`config.mk`:
```
export PLATFORM = sky130hd
export DESIGN_NAME = fault_lamp_blink_code_controller
export DESIGN_NICKNAME = d
export VERILOG_FILES = /design/src/pkg/lamp_pkg.sv /design/src/hdl/fault_lamp_blink_code_controller.sv
export SDC_FILE = /design/constraint.sdc
export NUM_CORES = 1
export LEC_CHECK = 0
export BUFFER_PORTS_ARGS = -buffer_cell sky130_fd_sc_hd__buf_2
export CAP_MARGIN = 20
export CORE_ASPECT_RATIO = 1.2
export CORE_UTILIZATION = 55
export DETAILED_ROUTE_END_ITERATION = 8
export PLACE_DENSITY = 0.76
export SLEW_MARGIN = 25
export SYNTH_ARGS = -nofsm -noshare
export SYNTH_HDL_FRONTEND = slang
export SYNTH_SLANG_ARGS = --single-unit
```
`constraint.sdc`:
```
create_clock -name ref_clk_i -period 2.5 [get_ports ref_clk_i]
set_input_delay 0.125 -clock ref_clk_i [delete_from_list [all_inputs] [get_ports ref_clk_i]]
set_output_delay 0.125 -clock ref_clk_i [all_outputs]
set_load 0.05 [all_outputs]
```
`src/pkg/lamp_pkg.sv`:
```
// Constants shared by the fault lamp blink code controller.
`default_nettype none
package lamp_pkg;
   // =========================================================
   // Timebase
   localparam int CLK_HZ       = 25_000_000;
   localparam int TICK_MS      = 100;
   localparam int TICK_CYCLES  = CLK_HZ / 1000 * TICK_MS;
   // =========================================================
   // Flash timing, in milliseconds and in ticks
   localparam int LONG_ON_MS   = 600;
   localparam int SHORT_ON_MS  = 300;
   localparam int DIGIT_GAP_MS = 1000;
   localparam int CODE_GAP_MS  = 1800;
   localparam logic [4:0] LONG_TICKS   = 5'(LONG_ON_MS / TICK_MS);
   localparam logic [4:0] SHORT_TICKS  = 5'(SHORT_ON_MS / TICK_MS);
   localparam logic [4:0] DGAP_TICKS   = 5'(DIGIT_GAP_MS / TICK_MS);
   localparam logic [4:0] CGAP_TICKS   = 5'(CODE_GAP_MS / TICK_MS);
   // =========================================================
   // Pedal gesture timing
   localparam int SETTLE_MS    = 3000;
   localparam int PUMP_MS      = 5000;
   localparam int PAUSE_MS     = 7000;
   localparam int HOLD_MS      = 10000;
   localparam logic [7:0] SETTLE_TICKS = 8'(SETTLE_MS / TICK_MS);
   localparam logic [7:0] PUMP_TICKS   = 8'(PUMP_MS / TICK_MS);
   localparam logic [7:0] PAUSE_TICKS  = 8'(PAUSE_MS / TICK_MS);
   localparam logic [7:0] HOLD_TICKS   = 8'(HOLD_MS / TICK_MS);
   localparam logic [2:0] PUMP_COUNT   = 3'd5;
   // =========================================================
   // Fault handling
   localparam logic [2:0] FAILSAFE_TRIPS = 3'd5;
   localparam logic [13:0] RPM_CEILING   = 14'd2500;
   localparam logic [3:0] ZERO_FLASHES   = 4'ha;
   localparam logic [15:0] NO_FAULT_CODE = 16'h0000;
   localparam int CODE_DEPTH             = 8;
   // =========================================================
   // State types
   typedef enum {G_IDLE, G_SETTLE, G_PUMP, G_PAUSE, G_HOLD, G_RESULTS, G_ERASED, G_BLOCKED} gesture_t;
   typedef enum {D_ON, D_OFF, D_GAP} flash_t;
endpackage : lamp_pkg
`default_nettype wire

```
`src/hdl/fault_lamp_blink_code_controller.sv`:
```
// Fault warning lamp controller with pedal-entered blink code display.
// Behaviour
// - Lamp test at key-on until engine runs.
// - Light lamp on two-trip or one-trip faults.
// - Fail-safe after five consecutive failing trips.
// - Fail-safe also on direct throttle-controller failure while the lamp circuit is not open.
// - Fail-safe cuts fuel at or above 2500 rpm.
// - Pedal sensor fault blocks mode change.
// - Ignition off returns to warning mode.
// - Readiness blink shown further 10s during hold.
// - Pedal release after hold enters results mode.
// - Results hold over 10s erases stored codes.
// - After erase and release, show code 0000.
// - Confirmed and first-trip codes shown together.
// - Stored code list repeats continuously.
// - Four digits, MSD first, zero is ten.
// - Thousands flash 0.6s on, 0.6s off.
// - Lower digit flash 0.3s on, 0.3s off.
// - Extra 1.0s off between digits.
// - Extra 1.8s off between codes.
`default_nettype none
module fault_lamp_blink_code_controller #(
   parameter int TICK_CYCLES = lamp_pkg::TICK_CYCLES,
   parameter int CODE_DEPTH  = lamp_pkg::CODE_DEPTH
) (
   input  wire logic        ref_clk_i,
   input  wire logic        arst_n_i,
   input  wire logic        ignition_on_i,
   input  wire logic        engine_running_i,
   input  wire logic        pedal_full_i,
   input  wire logic        pedal_released_i,
   input  wire logic        pedal_sensor_fault_i,
   input  wire logic        trip_done_i,
   input  wire logic        trip_fault_i,
   input  wire logic        one_trip_fault_i,
   input  wire logic        misfire_i,
   input  wire logic        throttle_ctrl_fail_i,
   input  wire logic        lamp_circuit_open_i,
   input  wire logic        readiness_incomplete_i,
   input  wire logic        code_wr_i,
   input  wire logic [15:0] code_i,
   input  wire logic [13:0] engine_rpm_i,
   output logic             fault_warning_lamp_o,
   output logic             fuel_cut_o,
   output logic             failsafe_o,
   output logic             results_mode_o,
   output logic             erase_o
);

   // =========================================================
   // Reset release and pin synchronisers
   logic [1:0] rst_pipe;
   logic       rst_n;
   logic [3:0] pin_s1;
   logic [3:0] pin_s2;
   logic [3:0] pin_s3;
   logic [3:0] pin;
   logic       ign;
   logic       eng;
   logic       ped_full;
   logic       ped_rel;

   always_ff @(posedge ref_clk_i or negedge arst_n_i) begin
      if (!arst_n_i) begin
         rst_pipe <= 2'h0;
      end else begin
         rst_pipe <= {rst_pipe[0], 1'b1};
      end
   end
   assign rst_n = rst_pipe[1];

   // A pin level is taken only once two later stages agree, so a glitch is filtered.
   always_ff @(posedge ref_clk_i or negedge rst_n) begin
      if (!rst_n) begin
         pin_s1 <= 4'h0;
         pin_s2 <= 4'h0;
         pin_s3 <= 4'h0;
         pin    <= 4'h0;
      end else begin
         pin_s1 <= {ignition_on_i, engine_running_i, pedal_full_i, pedal_released_i};
         pin_s2 <= pin_s1;
         pin_s3 <= pin_s2;
         for (int i = 0; i < 4; i++) begin
            if (pin_s2[i] == pin_s3[i]) begin
               pin[i] <= pin_s3[i];
            end
         end
      end
   end
   assign ign      = pin[3];
   assign eng      = pin[2];
   assign ped_full = pin[1];
   assign ped_rel  = pin[0];

   // =========================================================
   // Timebase
   logic [21:0] tick_cnt;
   logic        tick;

   always_ff @(posedge ref_clk_i or negedge rst_n) begin
      if (!rst_n) begin
         tick_cnt <= 22'h0;
         tick     <= 1'b0;
      end else if (tick_cnt == 22'(TICK_CYCLES - 1)) begin
         tick_cnt <= 22'h0;
         tick     <= 1'b1;
      end else begin
         tick_cnt <= tick_cnt + 22'h1;
         tick     <= 1'b0;
      end
   end

   // =========================================================
   // Trip detection and fail-safe
   logic       prev_trip_fault;
   logic       confirmed;
   logic [2:0] fail_trips;
   logic       failsafe;
   logic       erase_now;
   localparam logic [2:0] FAILSAFE_TRIPS_L = lamp_pkg::FAILSAFE_TRIPS;

   always_ff @(posedge ref_clk_i or negedge rst_n) begin
      if (!rst_n) begin
         prev_trip_fault <= 1'b0;
         confirmed       <= 1'b0;
      end else if (trip_done_i) begin
         prev_trip_fault <= trip_fault_i;
         if (trip_fault_i && prev_trip_fault) begin
            confirmed <= 1'b1;
         end else if (erase_now) begin
            confirmed <= 1'b0;
         end
      end else if (erase_now) begin
         confirmed       <= 1'b0;
         prev_trip_fault <= 1'b0;
      end
   end

   always_ff @(posedge ref_clk_i or negedge rst_n) begin
      if (!rst_n) begin
         fail_trips <= 3'h0;
         failsafe   <= 1'b0;
      end else begin
         if (trip_done_i) begin
            fail_trips <= throttle_ctrl_fail_i ? ((fail_trips == FAILSAFE_TRIPS_L) ? fail_trips : fail_trips + 3'h1)
                                               : 3'h0;
         end
         if (trip_done_i && throttle_ctrl_fail_i && fail_trips == FAILSAFE_TRIPS_L - 3'h1) begin
            failsafe <= 1'b1;
         end
         if (throttle_ctrl_fail_i && !lamp_circuit_open_i) begin
            failsafe <= 1'b1;
         end
      end
   end

   always_ff @(posedge ref_clk_i or negedge rst_n) begin
      if (!rst_n) begin
         fuel_cut_o <= 1'b0;
         failsafe_o <= 1'b0;
      end else begin
         failsafe_o <= failsafe;
         fuel_cut_o <= failsafe && (engine_rpm_i >= lamp_pkg::RPM_CEILING);
      end
   end

   // =========================================================
   // Stored code list
   logic [15:0] codes [CODE_DEPTH];
   logic [3:0]  code_cnt;

   always_ff @(posedge ref_clk_i) begin
      if (code_wr_i && code_cnt < 4'(CODE_DEPTH)) begin
         codes[code_cnt[2:0]] <= code_i;
      end
   end

   always_ff @(posedge ref_clk_i or negedge rst_n) begin
      if (!rst_n) begin
         code_cnt <= 4'h0;
      end else if (erase_now) begin
         code_cnt <= 4'h0;
      end else if (code_wr_i && code_cnt < 4'(CODE_DEPTH)) begin
         code_cnt <= code_cnt + 4'h1;
      end
   end

   // =========================================================
   // Pedal gesture and mode control
   lamp_pkg::gesture_t gst;
   logic [7:0] gtime;
   logic [2:0] pumps;
   logic       pumped_down;
   logic       readiness_show;

   assign erase_now = (gst == lamp_pkg::G_RESULTS) && tick && ped_full && (gtime == lamp_pkg::HOLD_TICKS);
   assign readiness_show = (gst == lamp_pkg::G_HOLD) && readiness_incomplete_i && (gtime >= lamp_pkg::HOLD_TICKS);

   always_ff @(posedge ref_clk_i or negedge rst_n) begin
      if (!rst_n) begin
         gst         <= lamp_pkg::G_IDLE;
         gtime       <= 8'h0;
         pumps       <= 3'h0;
         pumped_down <= 1'b0;
      end else if (!ign) begin
         gst         <= lamp_pkg::G_IDLE;
         gtime       <= 8'h0;
         pumps       <= 3'h0;
         pumped_down <= 1'b0;
      end else if (pedal_sensor_fault_i && gst != lamp_pkg::G_RESULTS && gst != lamp_pkg::G_ERASED) begin
         gst <= lamp_pkg::G_BLOCKED;
      end else begin
         if (tick && gtime != 8'hff) begin
            gtime <= gtime + 8'h1;
         end
         unique case (gst)
            lamp_pkg::G_IDLE: begin
               gtime <= 8'h0;
               gst   <= ped_rel ? lamp_pkg::G_SETTLE : lamp_pkg::G_BLOCKED;
            end
            lamp_pkg::G_SETTLE: begin
               if (!ped_rel) begin
                  gst <= (gtime >= lamp_pkg::SETTLE_TICKS && ped_full) ? lamp_pkg::G_PUMP : lamp_pkg::G_BLOCKED;
                  gtime       <= 8'h0;
                  pumped_down <= 1'b1;
               end
            end
            lamp_pkg::G_PUMP: begin
               if (gtime > lamp_pkg::PUMP_TICKS) begin
                  gst <= lamp_pkg::G_BLOCKED;
               end else if (ped_full && !pumped_down) begin
                  pumped_down <= 1'b1;
               end else if (ped_rel && pumped_down) begin
                  pumped_down <= 1'b0;
                  pumps       <= pumps + 3'h1;
                  if (pumps == lamp_pkg::PUMP_COUNT - 3'h1) begin
                     gst   <= lamp_pkg::G_PAUSE;
                     gtime <= 8'h0;
                  end
               end
            end
            lamp_pkg::G_PAUSE: begin
               if (ped_full) begin
                  gst   <= (gtime >= lamp_pkg::PAUSE_TICKS) ? lamp_pkg::G_HOLD : lamp_pkg::G_BLOCKED;
                  gtime <= 8'h0;
               end
            end
            lamp_pkg::G_HOLD: begin
               if (!ped_full) begin
                  if (ped_rel && gtime >= (readiness_incomplete_i ? 8'(2 * lamp_pkg::HOLD_TICKS)
                                                                  : lamp_pkg::HOLD_TICKS)) begin
                     gst <= lamp_pkg::G_RESULTS;
                  end else begin
                     gst <= lamp_pkg::G_BLOCKED;
                  end
                  gtime <= 8'h0;
               end
            end
            lamp_pkg::G_RESULTS: begin
               if (!ped_full) begin
                  gtime <= 8'h0;
               end else if (erase_now) begin
                  gst <= lamp_pkg::G_ERASED;
               end
            end
            lamp_pkg::G_ERASED: begin
               gtime <= 8'h0;
               if (ped_rel) begin
                  gst <= lamp_pkg::G_RESULTS;
               end
            end
            lamp_pkg::G_BLOCKED: begin
               gtime <= 8'h0;
            end
         endcase
      end
   end

   always_ff @(posedge ref_clk_i or negedge rst_n) begin
      if (!rst_n) begin
         erase_o        <= 1'b0;
         results_mode_o <= 1'b0;
      end else begin
         erase_o        <= erase_now;
         results_mode_o <= (gst == lamp_pkg::G_RESULTS) || (gst == lamp_pkg::G_ERASED);
      end
   end

   // =========================================================
   // Blink code sequencer
   lamp_pkg::flash_t fst;
   logic [4:0]  ftime;
   logic [1:0]  digit;
   logic [3:0]  flashes;
   logic [2:0]  code_idx;
   logic [15:0] cur_code;
   logic [3:0]  digit_val;
   logic [3:0]  digit_flashes;
   logic [4:0]  on_ticks;
   logic        showing;

   assign cur_code  = (code_cnt == 4'h0) ? lamp_pkg::NO_FAULT_CODE : codes[code_idx];
   assign digit_val = cur_code[4'(12 - 4 * digit) +: 4];
   // value sets flash count, zero gives ten.
   assign digit_flashes = (digit_val == 4'h0) ? lamp_pkg::ZERO_FLASHES : digit_val;
   assign on_ticks = (digit == 2'h0) ? lamp_pkg::LONG_TICKS : lamp_pkg::SHORT_TICKS;
   assign showing  = (gst == lamp_pkg::G_RESULTS) && !ped_full;

   // one list for both code kinds.
   always_ff @(posedge ref_clk_i or negedge rst_n) begin
      if (!rst_n) begin
         fst      <= lamp_pkg::D_ON;
         ftime    <= 5'h0;
         digit    <= 2'h0;
         flashes  <= 4'h1;
         code_idx <= 3'h0;
      end else if (!showing) begin
         fst      <= lamp_pkg::D_ON;
         ftime    <= 5'h0;
         digit    <= 2'h0;
         flashes  <= 4'h1;
         code_idx <= 3'h0;
      end else if (tick) begin
         ftime <= ftime + 5'h1;
         unique case (fst)
            lamp_pkg::D_ON: begin
               if (ftime == on_ticks - 5'h1) begin
                  fst   <= lamp_pkg::D_OFF;
                  ftime <= 5'h0;
               end
            end
            lamp_pkg::D_OFF: begin
               if (ftime == on_ticks - 5'h1) begin
                  ftime <= 5'h0;
                  if (flashes == digit_flashes) begin
                     fst <= lamp_pkg::D_GAP;
                  end else begin
                     fst     <= lamp_pkg::D_ON;
                     flashes <= flashes + 4'h1;
                  end
               end
            end
            lamp_pkg::D_GAP: begin
               if (ftime == ((digit == 2'h3) ? lamp_pkg::CGAP_TICKS : lamp_pkg::DGAP_TICKS) - 5'h1) begin
                  fst     <= lamp_pkg::D_ON;
                  ftime   <= 5'h0;
                  flashes <= 4'h1;
                  digit   <= digit + 2'h1;
                  if (digit == 2'h3) begin
                     code_idx <= (4'(code_idx) + 4'h1 >= code_cnt) ? 3'h0 : code_idx + 3'h1;
                  end
               end
            end
         endcase
      end
   end

   // =========================================================
   // Lamp driver
   logic blink_phase;

   always_ff @(posedge ref_clk_i or negedge rst_n) begin
      if (!rst_n) begin
         blink_phase <= 1'b0;
      end else if (tick) begin
         blink_phase <= ~blink_phase;
      end
   end

   always_ff @(posedge ref_clk_i or negedge rst_n) begin
      if (!rst_n) begin
         fault_warning_lamp_o <= 1'b0;
      end else if (!ign) begin
         fault_warning_lamp_o <= 1'b0;
      end else if (showing) begin
         fault_warning_lamp_o <= (fst == lamp_pkg::D_ON);
      end else if (readiness_show) begin
         fault_warning_lamp_o <= blink_phase;
      end else if (!eng) begin
         fault_warning_lamp_o <= 1'b1;
      end else if (misfire_i) begin
         fault_warning_lamp_o <= blink_phase;
      end else begin
         fault_warning_lamp_o <= confirmed || one_trip_fault_i;
      end
   end

endmodule : fault_lamp_blink_code_controller
`default_nettype wire

```
==> results.py <==
metrics = {
    "status": {
        "status": "finished, violations left",
        "violations": "setup timing",
    },
    "pwr": {
        "powerDensity_mw_per_mm2": 778.6,
        "finalPower_mw": 9.247,
        "ir_worst_vdd_v": 0.0007406,
        "p_leak_nw": 4.585,
    },
    "synth": {
        "post-synth-top-count-cell": "edfxtp_1",
        "ys.flop_type": "edfxtp_1",
        "synthAdderAreaFrac_pct": 3.878,
        "async_reset_ff_share_pct": 40.74,
        "yosys.area_share.simple_pct": 11.67,
        "synth_edf_count": 128,
        "synth_top_family_by_area": "simple AND/OR/NAND/NOR gates",
        "muxShareOfSynthArea_pct": 9.284,
        "netlist.area_leader.share_pct": 39.45,
        "postSynthAreaPerCell_um2": 13.50,
        "synth_commonest_cells": "edfxtp_1, dfrtp_1, nand2_1, nor2_1, nand3_1",
        "synth_cells": 722,
        "yosys.cell_types.count": 75,
        "synth_seq_cells": 216,
        "synth_xor_xnor_area_share_pct": 2.517,
        "synthTopCellsByArea": "edfxtp_1, dfrtp_1, mux4_2, ha_1, nand2_1",
        "syn-cell-area_mm2": 0.009744,
        "ys.warnings.count": 0,
        "syn-num-nets": 794,
        "synth_area_leader_cell": "edfxtp_1",
        "seq_area_frac_synth_pct": 62.06,
        "synth-compound-area-share_pct": 7.563,
    },
    "cts": {
        "h-tree-depth": 1,
        "root_buffer": "clkbuf_16",
        "insertion_delay_ns": 0.50,
        "clkSlewWorstSetupHoldPaths_ns": 0.06,
        "tritoncts": "built",
        "cts_buffer_depth": 3,
        "cts-buffers-inserted": 22,
        "cts.sinks": 216,
    },
    "timing": {
        "finalSetupViolCount": 6,
        "rsz0062_at_grt": "true",
        "slew_viol_final": 0,
        "skew_ns": 0.01035,
        "fin_crit_ns": 2.896,
        "relSlewSlack_pct": 59.30,
        "holdWs_ns": 0.09391,
        "worst_pin_slew_ns": 0.6049,
        "hold_viol": 0,
        "fmax_ghz": 0.3453,
        "final.period_utilization_pct": 115.9,
        "layout_setup_ws_ns": -0.3965,
    },
    "routing": {
        "top_layer": "met4",
        "wl_per_cell_um": 18.72,
        "finalWirelength_um": 20550,
        "wl_met3_um": 1040,
        "vias_per_cell": 5.838,
        "firstDrtPassIters": 5,
        "wl_met1_um": 7810,
        "vias": 6410,
        "postRouteAntennaNets": 0,
        "drt-initial-drc-count": 483,
        "drc_errors": 0,
        "wl_met2_um": 11060,
    },
    "global_route": {
        "grt_max_degree": 66,
        "grt_use_total_pct": 23.95,
        "grt_pass1_wl_um": 33600,
        "grt_overflow": 0,
        "antenna_found_initial": 0,
        "grt_pass1_vias": 6783,
    },
    "die": {
        "fp.dieW_um": 123.5,
        "die_height_um": 147.8,
        "rows": 52,
        "initial_utilization_pct": 56.95,
        "io_pins": 50,
        "die-area_mm2": 0.01826,
        "core_area_mm2": 0.01711,
    },
    "layout": {
        "design_area_mm2": 0.01188,
        "areaGrowthSynthToFinish_pct": 21.88,
        "final_layout_size_suffix_gt1_share_pct": 24.83,
        "fin_cells": 1098,
        "diodes": 0,
        "nets": 938,
    },
    "setup_path": {
        "critical_path_peak_fanout": 6,
        "cp-start-kind": "flop",
        "crit_required_ns": 2.94,
        "crit_arrival_ns": 3.34,
        "critical_path_class": "reg -> reg",
        "worstSetupEndpointType": "flop",
    },
    "placement": {
        "port_buffers": 47,
        "gp_congestion": 0.9218,
        "dp.cells": 1017,
        "dpl-instance-area_mm2": 0.01058,
        "hpwl_um": 13210,
    },
    "worst_hold_path": {
        "hold_class": "in -> reg",
    },
    "job": {
        "drv_cap": 0,
    },
}
worst paths after layout:
check                      slack [ns]                     end               startpoint  depth (start not counted)
max                             -0.40  flashes[0]$_DFFE_PN1P_  code_idx[0]$_DFFE_PN0P_                          9
min                              0.09      gst[2]$_DFFE_PN0P_     pedal_sensor_fault_i                          5
max reg2reg                     -0.40  flashes[0]$_DFFE_PN1P_  code_idx[0]$_DFFE_PN0P_                          9
min reg2reg                      0.23  tick_cnt[21]$_DFF_PN0_    rst_pipe[1]$_DFF_PN0_                          0
max in group asynchronous        1.62  flashes[0]$_DFFE_PN1P_    rst_pipe[1]$_DFF_PN0_                          1
min in group asynchronous        0.23  tick_cnt[21]$_DFF_PN0_    rst_pipe[1]$_DFF_PN0_                          0
cell usage in the layout (no fill, tap or decap), types with 4 or more instances in the layout:
cell type      instances
inv_1                 25
edfxtp_1             128
xor2_1                12
dfrtp_1               83
buf_6                  4
mux4_2                29
clkinv_1               4
or3_1                  4
a22oi_1                4
nand3_1               34
nand2b_1              10
nand2_1               65
buf_2                 47
mux2i_1               15
bufinv_16              6
o31ai_1                4
nand4_1                8
a21oi_1               21
nor4_1                 6
nor2_1                61
and3_1                10
maj3_1                 4
xnor2_1               14
ha_1                  26
nor3_1                 6
buf_12                 5
dlygate4sd3_1         30
buf_4                 62
clkbuf_16             23
nor2b_1                9
o21ai_0               25
where the power goes:
part / leakage, nW / switching (mW) / internal, mW
clock network: 0.387 / 1.31 / 2.29
registers: 2.28 / 0.179 / 4.01
logic: 1.92 / 0.788 / 0.673
total: 4.59 / 2.27 / 6.97
through the flow:
stage | setup WS (ns) | TNS [ns] | utilization, %
3_5_place_dp | -0.3622 | -3.055 | 61.83
6_report | -0.3965 | -1.947 | 69.41
5_1_grt | -0.4809 | -2.609 | 69.41
4_1_cts | -0.3173 | -1.484 | 69.20
2_1_floorplan | -0.2678 | -1.079 | -
3_3_place_gp | -0.2847 | -1.939 | 61.83
cells by family after synthesis:
| kind of cell | count (synthesis) |
|---|---|
| buf+inv | 56 |
| flops | 216 |
| other cells | 1 |
| simple gates | 236 |
| compound gates | 105 |
| fa+ha+maj | 31 |
| mux | 49 |
| xor+xnor | 28 |
registers in the layout, indices dropped and copies added, names as in the netlist, 2 cells and up:
register    count
codes         128
tick_cnt       22
gtime           8
ftime           5
code_cnt        4
flashes         4
pin             4
pin_s1          4
pin_s2          4
pin_s3          4
code_idx        3
fail_trips      3
gst             3
pumps           3
digit           2
fst             2
rst_pipe        2
final cells by class:
| type | count | area, um2 |
|---|---|---|
| sequential | 216 | 6055 |
| fill | 1120 | 5235 |
| multi-input combinational | 450 | 3490 |
| timing repair buffer | 148 | 1146 |
| clock buffer | 25 | 583.1 |
| tap | 216 | 270.3 |
| clock inverter | 15 | 221.5 |
| inverter | 28 | 111.4 |
routing by layer:
metal	global-route usage, %	vias to the layer above
met5	0	-
met2	43.91	212
met4	9.940	0
met1	27.67	3175
met3	3.241	51
li1	-	2972
critical path, stage by stage, from the launching register on:
cell and delay [ns]:
dfrtp_2 0.42, buf_12 0.12, buf_12 0.11, mux4_2 0.49, mux4_2 0.50, o211a_4 0.28, o41a_1 0.42, o211ai_4 0.15
and2_4 0.20, o32a_1 0.15
what timing repair did:
| item | 4_1_cts | 5_1_grt |
|---|---|---|
| buffers inserted | 10 | 1 |
| setup endpoints to repair | 14 | 18 |
| hold buffers | 30 | 0 |
| pin swaps | 4 | 6 |
| hold endpoints to repair | 140 | 0 |
| gates cloned | 1 | 0 |
| resized for setup | 21 | 14 |
No activity file was read; power rests on OpenSTA's default activity.
